[config.mk]
export PLATFORM = sky130hd
export DESIGN_NAME = dmio_ports
export DESIGN_NICKNAME = d
export VERILOG_FILES = /design/src/dmio_pkg.sv /design/src/dmio_ports.sv /design/src/dmio_sync8.sv /design/src/dmio_p6_view.sv
export VERILOG_INCLUDE_DIRS = /design/src
export SDC_FILE = /design/constraint.sdc
export NUM_CORES = 1
export LEC_CHECK = 0
export ABC_CLOCK_PERIOD_IN_PS = 2100
export BUFFER_PORTS_ARGS = -buffer_cell sky130_fd_sc_hd__buf_2
export CAP_MARGIN = 20
export CORE_MARGIN = 2
export CORE_UTILIZATION = 45
export CTS_BUF_LIST = sky130_fd_sc_hd__clkbuf_8
export CTS_CLUSTER_DIAMETER = 120
export DETAILED_ROUTE_END_ITERATION = 10
export PLACE_DENSITY = 0.75
export SYNTH_ARGS = -nofsm -noshare
export SYNTH_HDL_FRONTEND = slang
export SYNTH_HIERARCHICAL = 1
export SYNTH_SLANG_ARGS = --single-unit
export TNS_END_PERCENT = 5
[constraint.sdc]
create_clock -name CORE_CLK -period 2.1 [get_ports CORE_CLK]
set_input_delay 0.315 -clock CORE_CLK [delete_from_list [all_inputs] [get_ports CORE_CLK]]
set_output_delay 0.315 -clock CORE_CLK [all_outputs]
set_load 0.005 [all_outputs]
[src/dmio_cfg.svh]
// constants for the dual multifunction i/o ports: offsets, resets, fields
`ifndef DMIO_CFG_SVH
`define DMIO_CFG_SVH

// ****************************************************************
// register word indices (byte address is four times the index)
// ****************************************************************
`define DMIO_IDX_P6_DATA 14'h0006
`define DMIO_IDX_P7_DATA 14'h0007
`define DMIO_IDX_P6_DIR 14'h0014
`define DMIO_IDX_P6_INEN 14'h0015
`define DMIO_IDX_P7_PINS 14'h0024
`define DMIO_IDX_P7_SEG 14'h0faf
`define DMIO_IDX_P6_BITOP 14'h0030

// ****************************************************************
// reset values
// ****************************************************************
`define DMIO_RST_P6_DATA 8'h00
`define DMIO_RST_P6_DIR 8'h00
`define DMIO_RST_P6_INEN 8'hff
`define DMIO_RST_P7_DATA 8'hff
`define DMIO_RST_P7_SEG 8'h00

// ****************************************************************
// fields
// ****************************************************************
`define DMIO_BITOP_IDX_LSB 0
`define DMIO_BITOP_IDX_MSB 2
`define DMIO_BITOP_VAL 3
`define DMIO_IRQ_BIT 3
`define DMIO_PORT_W 8

`endif

[src/dmio_pkg.sv]
// types shared by the dual multifunction i/o port files
`default_nettype none
package dmio_pkg;
   typedef logic [7:0] dmio_byte_t;
   // pin function of one bit of the first port, gray along the path
   typedef enum logic [1:0] {
      DMIO_ANALOG = 2'b00,
      DMIO_INPUT = 2'b01,
      DMIO_OUTPUT = 2'b11
   } dmio_p6_mode_t;
endpackage
`default_nettype wire

[src/dmio_ports.sv]
// two 8-bit multifunction i/o ports with an apb register slave
//
// Operation
// - each first-port bit is independently input or output.
// - direction bit 1 drives the pin from its data latch bit.
// - reset clears first-port latch and direction, sets input enables.
// - first-port read gives 0 where direction and input enable are 0.
// - first-port read gives pin level for enabled input bits.
// - first-port read gives latch value for output bits.
// - bit read-modify-write uses pin level for input bits.
// - first-port pins feed converter, key wakeup and external interrupt.
// - segment select 0 drives the second-port pin from its latch.
// - segment select 1 hands the pin to the lcd driver.
// - reset sets second-port latch to ones, clears segment selects.
// - second-port data reads latch; pin register reads pin levels.
// - pin readback of lcd segment bits returns zero.
// - second port offers lcd segment output bit by bit.
`include "dmio_cfg.svh"
`timescale 1ns/100ps
`default_nettype none
module dmio_ports
   import dmio_pkg::*;
(
   input wire logic CORE_CLK,
   input wire logic RST,
   input wire logic PSEL,
   input wire logic PENABLE,
   input wire logic PWRITE,
   input wire logic [15:0] PADDR,
   input wire logic [31:0] PWDATA,
   input wire logic [3:0] PSTRB,
   output logic [31:0] PRDATA,
   output logic PREADY,
   output logic PSLVERR,
   input wire dmio_byte_t P6_PIN_IN,
   output dmio_byte_t P6_PIN_OUT,
   output dmio_byte_t P6_PIN_OE_N,
   output dmio_byte_t ANALOG_CHANNEL_IN,
   output dmio_byte_t KEY_WAKEUP_INPUT,
   output logic EXTERNAL_IRQ_ZERO,
   input wire dmio_byte_t P7_PIN_IN,
   output dmio_byte_t P7_PIN_OUT,
   output dmio_byte_t P7_PIN_OE_N,
   input wire dmio_byte_t LCD_SEGMENT_LINE
);

   // ****************************************************************
   // registers
   // ****************************************************************
   dmio_byte_t p6_data_q;
   dmio_byte_t p6_data_d;
   dmio_byte_t p6_dir_q;
   dmio_byte_t p6_inen_q;
   dmio_byte_t p7_data_q;
   dmio_byte_t p7_seg_q;
   logic [31:0] prdata_q;
   logic pslverr_q;
   dmio_byte_t p6_pin_sync;
   dmio_byte_t p7_pin_sync;
   dmio_byte_t p6_read;
   dmio_byte_t p6_digital;
   dmio_byte_t p6_analog;

   // ****************************************************************
   // pin synchronisers and first-port read view
   // ****************************************************************
   dmio_sync8 u_p6_sync (
      .clk(CORE_CLK),
      .rst(RST),
      .din(P6_PIN_IN),
      .dout(p6_pin_sync)
   );

   dmio_sync8 u_p7_sync (
      .clk(CORE_CLK),
      .rst(RST),
      .din(P7_PIN_IN),
      .dout(p7_pin_sync)
   );

   dmio_p6_view u_p6_view (
      .dir(p6_dir_q),
      .inen(p6_inen_q),
      .latch(p6_data_q),
      .pin(p6_pin_sync),
      .read_val(p6_read),
      .digital_in(p6_digital),
      .analog_sel(p6_analog)
   );

   // ****************************************************************
   // apb address decode
   // ****************************************************************
   wire logic [13:0] word_idx = PADDR[15:2];
   wire logic aligned = (PADDR[1:0] == 2'b00);
   wire logic hit_p6_data = aligned && word_idx == `DMIO_IDX_P6_DATA;
   wire logic hit_p7_data = aligned && word_idx == `DMIO_IDX_P7_DATA;
   wire logic hit_p6_dir = aligned && word_idx == `DMIO_IDX_P6_DIR;
   wire logic hit_p6_inen = aligned && word_idx == `DMIO_IDX_P6_INEN;
   wire logic hit_p7_pins = aligned && word_idx == `DMIO_IDX_P7_PINS;
   wire logic hit_p7_seg = aligned && word_idx == `DMIO_IDX_P7_SEG;
   wire logic hit_bitop = aligned && word_idx == `DMIO_IDX_P6_BITOP;
   wire logic hit_any = hit_p6_data | hit_p7_data | hit_p6_dir |
      hit_p6_inen | hit_p7_pins | hit_p7_seg | hit_bitop;
   // the pin register is read only; a write to it is an error
   wire logic bad_acc = !hit_any || (PWRITE && hit_p7_pins);
   wire logic setup = PSEL && !PENABLE;
   wire logic wr = PSEL && PENABLE && PWRITE && PSTRB[0] && !bad_acc;
   wire logic wr_p6_data = wr && hit_p6_data;
   wire logic wr_p7_data = wr && hit_p7_data;
   wire logic wr_p6_dir = wr && hit_p6_dir;
   wire logic wr_p6_inen = wr && hit_p6_inen;
   wire logic wr_p7_seg = wr && hit_p7_seg;
   wire logic wr_bitop = wr && hit_bitop;
   wire logic [2:0] bitop_idx =
      PWDATA[`DMIO_BITOP_IDX_MSB:`DMIO_BITOP_IDX_LSB];
   wire logic bitop_val = PWDATA[`DMIO_BITOP_VAL];

   // readback of lcd segment bits returns zero
   wire dmio_byte_t p7_pins_rd = p7_pin_sync & ~p7_seg_q;
   wire dmio_byte_t rd_byte =
      hit_p6_data ? p6_read :
      hit_p7_data ? p7_data_q :
      hit_p6_dir ? p6_dir_q :
      hit_p6_inen ? p6_inen_q :
      hit_p7_pins ? p7_pins_rd :
      hit_p7_seg ? p7_seg_q : 8'h00;

   // ****************************************************************
   // first-port bit operation: input bits take the pin level
   // ****************************************************************
   always_comb begin
      p6_data_d = p6_data_q;
      if (wr_p6_data) begin
         p6_data_d = PWDATA[7:0];
      end else if (wr_bitop) begin
         p6_data_d = p6_read;
         p6_data_d[bitop_idx] = bitop_val;
      end
   end

   // ****************************************************************
   // register file
   // ****************************************************************
   always_ff @(posedge CORE_CLK or posedge RST) begin
      if (RST) begin
         p6_data_q <= `DMIO_RST_P6_DATA;
         p6_dir_q <= `DMIO_RST_P6_DIR;
         p6_inen_q <= `DMIO_RST_P6_INEN;
      end else begin
         p6_data_q <= p6_data_d;
         if (wr_p6_dir) begin
            p6_dir_q <= PWDATA[7:0];
         end
         if (wr_p6_inen) begin
            p6_inen_q <= PWDATA[7:0];
         end
      end
   end

   always_ff @(posedge CORE_CLK or posedge RST) begin
      if (RST) begin
         p7_data_q <= `DMIO_RST_P7_DATA;
         p7_seg_q <= `DMIO_RST_P7_SEG;
      end else begin
         if (wr_p7_data) begin
            p7_data_q <= PWDATA[7:0];
         end
         if (wr_p7_seg) begin
            p7_seg_q <= PWDATA[7:0];
         end
      end
   end

   // read data and error are caught in the setup cycle
   always_ff @(posedge CORE_CLK or posedge RST) begin
      if (RST) begin
         prdata_q <= 32'h0000_0000;
         pslverr_q <= 1'b0;
      end else if (setup) begin
         prdata_q <= {24'h00_0000, PWRITE ? 8'h00 : rd_byte};
         pslverr_q <= bad_acc;
      end
   end

   assign PRDATA = prdata_q;
   assign PREADY = 1'b1;
   assign PSLVERR = PSEL && PENABLE && pslverr_q;

   // ****************************************************************
   // pin drive and alternate functions
   // ****************************************************************
   assign P6_PIN_OUT = p6_data_q;
   assign P6_PIN_OE_N = ~p6_dir_q;
   assign ANALOG_CHANNEL_IN = p6_analog;
   assign KEY_WAKEUP_INPUT = p6_digital;
   assign EXTERNAL_IRQ_ZERO = p6_digital[`DMIO_IRQ_BIT];
   // gpio bits sink only, so a latch of 1 leaves the pin free as input
   assign P7_PIN_OUT = p7_seg_q & LCD_SEGMENT_LINE;
   assign P7_PIN_OE_N = ~p7_seg_q & p7_data_q;
endmodule // dmio_ports
`default_nettype wire

[src/dmio_sync8.sv]
// two-flop synchroniser for an 8-bit group of pin inputs
`include "dmio_cfg.svh"
`timescale 1ns/100ps
`default_nettype none
module dmio_sync8
   import dmio_pkg::*;
(
   input wire logic clk,
   input wire logic rst,
   input wire dmio_byte_t din,
   output dmio_byte_t dout
);
   dmio_byte_t meta_q;
   dmio_byte_t sync_q;

   genvar g;
   generate
      for (g = 0; g < `DMIO_PORT_W; g = g + 1) begin : g_bit
         always_ff @(posedge clk or posedge rst) begin
            if (rst) begin
               meta_q[g] <= 1'b0;
               sync_q[g] <= 1'b0;
            end else begin
               meta_q[g] <= din[g];
               sync_q[g] <= meta_q[g];
            end
         end
      end
   endgenerate

   assign dout = sync_q;
endmodule // dmio_sync8
`default_nettype wire

[src/dmio_p6_view.sv]
// per-bit mode decode and read value of the first port
`include "dmio_cfg.svh"
`timescale 1ns/100ps
`default_nettype none
module dmio_p6_view
   import dmio_pkg::*;
(
   input wire dmio_byte_t dir,
   input wire dmio_byte_t inen,
   input wire dmio_byte_t latch,
   input wire dmio_byte_t pin,
   output dmio_byte_t read_val,
   output dmio_byte_t digital_in,
   output dmio_byte_t analog_sel
);
   genvar g;
   generate
      for (g = 0; g < `DMIO_PORT_W; g = g + 1) begin : g_bit
         dmio_p6_mode_t mode;
         always_comb begin
            if (dir[g]) begin
               mode = DMIO_OUTPUT;
            end else if (inen[g]) begin
               mode = DMIO_INPUT;
            end else begin
               mode = DMIO_ANALOG;
            end
         end
         always_comb begin
            case (mode)
               DMIO_OUTPUT: read_val[g] = latch[g];
               DMIO_INPUT: read_val[g] = pin[g];
               default: read_val[g] = 1'b0;
            endcase
         end
         assign digital_in[g] = (mode == DMIO_INPUT) ? pin[g] : 1'b0;
         assign analog_sel[g] = (mode == DMIO_ANALOG);
      end
   endgenerate
endmodule // dmio_p6_view
`default_nettype wire

==> results <==
- The total grt overflow is 0.
- Setup repair after global routing left no endpoint under its margin.
- The final hold violation count is 0.
- The routed length per instance is 16.6 microns.
- The part of the cycle the worst path needs is 88.1%.
- The final setup skew is 8.76 ps.
- Summing every instance area after synthesis gives 4230 sq um.
- The maximum fanout along the worst path is 8.
- The post-synthesis sequential area ratio is 48.4%.
- The nature of the critical path startpoint is an input pin.
- The detailed router finished its first iteration with 269 violations.
- The count of final max-slew check failures was 0.
- The number of buffers on the longest clock path is 2.
- The floorplan step defined a die boundary enclosing 10,200 sq um.
- The cell count after synthesis is 407.
- The count of synthesis-stage warnings from yosys is 6.
- The mean instance size in the synthesized netlist is 10.4 sq um.
- Clock-pin slew was measured on the worst setup and hold paths at 90 ps.
- At the later pin of the worst-skew pair, clock insertion delay measures 360 ps.
- The total of cells resized after clock tree synthesis is 0.
- The smallest clock period supported by the final layout is computed as 1850 ps.
- The antenna diode count is 0.
- The startpoint of the worst register-to-register path is p6_dir_q[4].
- Input and output buffers added on the ports amount to 111.
- By startpoint and endpoint, the worst setup path is classified as in -> reg.
- In this run, distinct cell masters in the synthesized netlist total 65.
- The number of cells on the worst reg-to-reg path is 5.
- The setup fix buffers added after clock tree synthesis is 0.
- TritonCTS built the clock tree.
- In this run the clock root is driven by a clkbuf_8.
- Dividing total power by cell area gives a power density of 601 nW/um^2.
- The final layout net count is 631.
- The H-tree level count is 3.
- After legalization and detailed placement, the total HPWL measured 8.39 mm.
- After floorplanning, the core was divided into 35 placement rows.
- The number of vias in the routed layout is 3,537.
- In this run the remaining antenna-violating nets after routing total 0.
- The die extent in x is 101 microns.
- The register-to-register path setup slack is 630 ps.
- In this run the most used layer during global routing was met2.
- In the synthesized netlist the dominant register cell turns out to be dfrtp_1.
- The endpoint identified for the worst register-to-register timing path is PRDATA[4].
- The number of enable-type register cells in the synthesized netlist is 0.
- The finished layout holds 666 standard cells, fillers aside.
- The remaining design rule violation count is 0.
- STA classifies the critical path endpoint as a register.
- For met2 alone, demand over resource in global routing was 35.4%.
- In the layout the commonest cells are buf_2 (111), dfrtp_1 (65), nand2_1 (38), buf_4 (35), o21ai_0 (30).
- After synthesis the netlist holds a flip-flop and latch count of 81.
- The overall global routing resource usage is 22.2%.
- The flow ran to the end, and the final reports show no timing, DRC or antenna violations.
- The area growth from synthesis to layout is 22.9%.
- Setup violations remaining at the end of the flow were counted as 0.
- The quantity of hold-fixing buffers added after cts is 0.
- After floorplanning, the core was sized to cover 9200 sq um.
- The global placer's final weighted congestion is 0.946.
- The fraction of registers with async set/reset is 100%.
- Summed over all cells, the static leakage comes to 2.53 nW.
- The first global-routing pass estimated 17.2 mm of wire.
- Summing all non-filler instances in the final layout gives an area of 5200 sq um.
- IR analysis of the VDD net gives a maximum drop of 0.344 mV.
- The number of buffers created by CTS is 9.
- The total number of clock tree sinks is 81.
- The initial antenna violation count is 0.
- The worst min-delay path class is in -> async.
- The pin count of the biggest net entering global routing is 50.
- The total wirelength of the detailed-routed design is 11.1 mm.
- The timing-limited maximum frequency is 0.540 GHz.
- The via count of the first global-routing pass came to 3,442.
- Counting tap cells, the placed design contains a total of 650 instances.
- Pin placement for this block handled 164 I/O pins.
- Global routing consumed, on the met1 layer, 30.1% of the routing resources.
- Data arrives at the worst endpoint at 2140 ps.
- The placement-stage cell area is 4980 sq um.
- Measured against its own limit, the worst slew margin works out to 47.9%.
- In the routed layout, each cell is associated on average with a via count of 5.31.
- The global-route track usage on met3 is 3.40%.
- The library cell used most frequently in the layout, excluding fill and tap cells, is buf_2.
- In this run the vertical extent of the chip is 101 microns.
- Before antenna repair, the detailed router went through 5 iterations.
- Of the cells placed in the final design, the portion with a size suffix greater than 1 is 39.5%.
- Data on the critical path is required at its endpoint by 2390 ps.
- Across the run, the number of max-cap violations was 0.
- The initial cell density of the core is 46.0%.
- The worst-margin pin slew is 777 ps.
[sequential cells by signal, indices dropped and copies added (netlist names)]
signal and count:
P6_PIN_OUT 8, PRDATA 8, p6_dir_q 8, p6_inen_q 8
p7_data_q 8, p7_seg_q 8, pslverr_q 1, u_p6_sync/dout 8
u_p6_sync/meta_q 8, u_p7_sync/dout 8, u_p7_sync/meta_q 8
[logic make-up after synthesis]
group	count (synthesis)	share of synthesized area [%]
AOI/OAI and AO/OA	87	13.2
buffers and inverters	57	8.78
DFF	81	48.4
muxes	37	10.2
other	2	0.177
and+or+nand+nor	143	19.2
[cells in the mapped netlist (2+ instances only)]
| cell | number | area (sq um) |
|---|---|---|
| dfrtp_1 | 65 | 1630 |
| nand2_1 | 38 | 143 |
| o21ai_0 | 30 | 150 |
| buf_4 | 27 | 203 |
| nor2_1 | 25 | 93.8 |
| mux2_2 | 23 | 259 |
| inv_1 | 19 | 71.3 |
| nor2b_1 | 19 | 119 |
| dfstp_2 | 16 | 420 |
| a21oi_1 | 13 | 65.1 |
| and2_1 | 9 | 56.3 |
| nand3_1 | 9 | 45.0 |
| o21ai_1 | 8 | 40.0 |
| nand4_1 | 7 | 43.8 |
| mux2_4 | 6 | 90.1 |
| mux2i_1 | 5 | 50.1 |
| o221ai_1 | 5 | 43.8 |
| a211oi_1 | 4 | 30.0 |
| clkbuf_1 | 4 | 15.0 |
| o211ai_1 | 4 | 30.0 |
| o2bb2ai_1 | 4 | 35.0 |
| a32oi_1 | 3 | 26.3 |
| mux2_1 | 3 | 33.8 |
| nor3_1 | 3 | 15.0 |
| or3_1 | 3 | 18.8 |
| a21o_1 | 2 | 15.0 |
| a221o_1 | 2 | 20.0 |
| a22oi_1 | 2 | 15.0 |
| and3_1 | 2 | 12.5 |
| and4_2 | 2 | 20.0 |
| buf_2 | 2 | 10.0 |
| buf_6 | 2 | 22.5 |
| conb_1 | 2 | 7.51 |
| nand2b_1 | 2 | 12.5 |
| nand3b_1 | 2 | 15.0 |
| nand4b_1 | 2 | 17.5 |
| nor4_1 | 2 | 12.5 |
| nor4_4 | 2 | 42.5 |
| nor4b_1 | 2 | 17.5 |
| o311a_1 | 2 | 20.0 |
[layout make-up]
class | count | area (sq um)
clock buffer | 10 | 138
clock inverter | 6 | 83.8
fill | 841 | 4000
inverter | 20 | 75.1
multi-input combinational | 292 | 1900
sequential | 81 | 2050
tap | 111 | 139
timing repair buffer | 146 | 818
[metrics by stage]
stage          setup WS [ps]  power, W  hold slack [ps]  setup TNS [ps]  util [%]
4_1_cts                  257   0.00314             47.4               0      56.6
5_1_grt                  168   0.00324             43.8               0      56.6
3_5_place_dp            -120   0.00188              335           -1320      54.1
2_1_floorplan            152   0.00179              229               0         -
6_report                 249   0.00313             31.0               0      56.6
3_3_place_gp           -52.7   0.00188              332            -652      54.1
[worst max-delay path: stages]
cell	delay (ps)
buf_2	120
nor4_4	410
nand2_2	180
nor3_2	690
mux2_2	420
[metal layers]
layer	routed length [microns]	vias up
met3	695	17
met1	4870	1689
met4	202	0
met2	5300	152
met5	0	-
li1	-	1679
[power breakdown]
part | internal [W] | switching (W)
sequential | 0.00160 | 0.0000125
clock | 0.000696 | 0.000575
combinational | 0.0000959 | 0.000151
total | 0.00239 | 0.000738
[how the worst max path moves through the flow]
| stage | from | endpoint | slack [ps] | cells past startpoint |
|---|---|---|---|---|
| 2_1_floorplan | PADDR[10] | p6_dir_q[0] | 150 | 7 |
| 6_report | PADDR[10] | p6_inen_q[7] | 250 | 5 |
| 3_5_place_dp | PADDR[10] | p6_inen_q[7] | -120 | 5 |
| 4_1_cts | PADDR[10] | p6_inen_q[7] | 260 | 5 |
| 5_1_grt | PADDR[3] | p6_inen_q[7] | 170 | 5 |
| 3_3_place_gp | PADDR[10] | p6_inen_q[1] | -50 | 5 |
(Power assumes the default switching activity.)
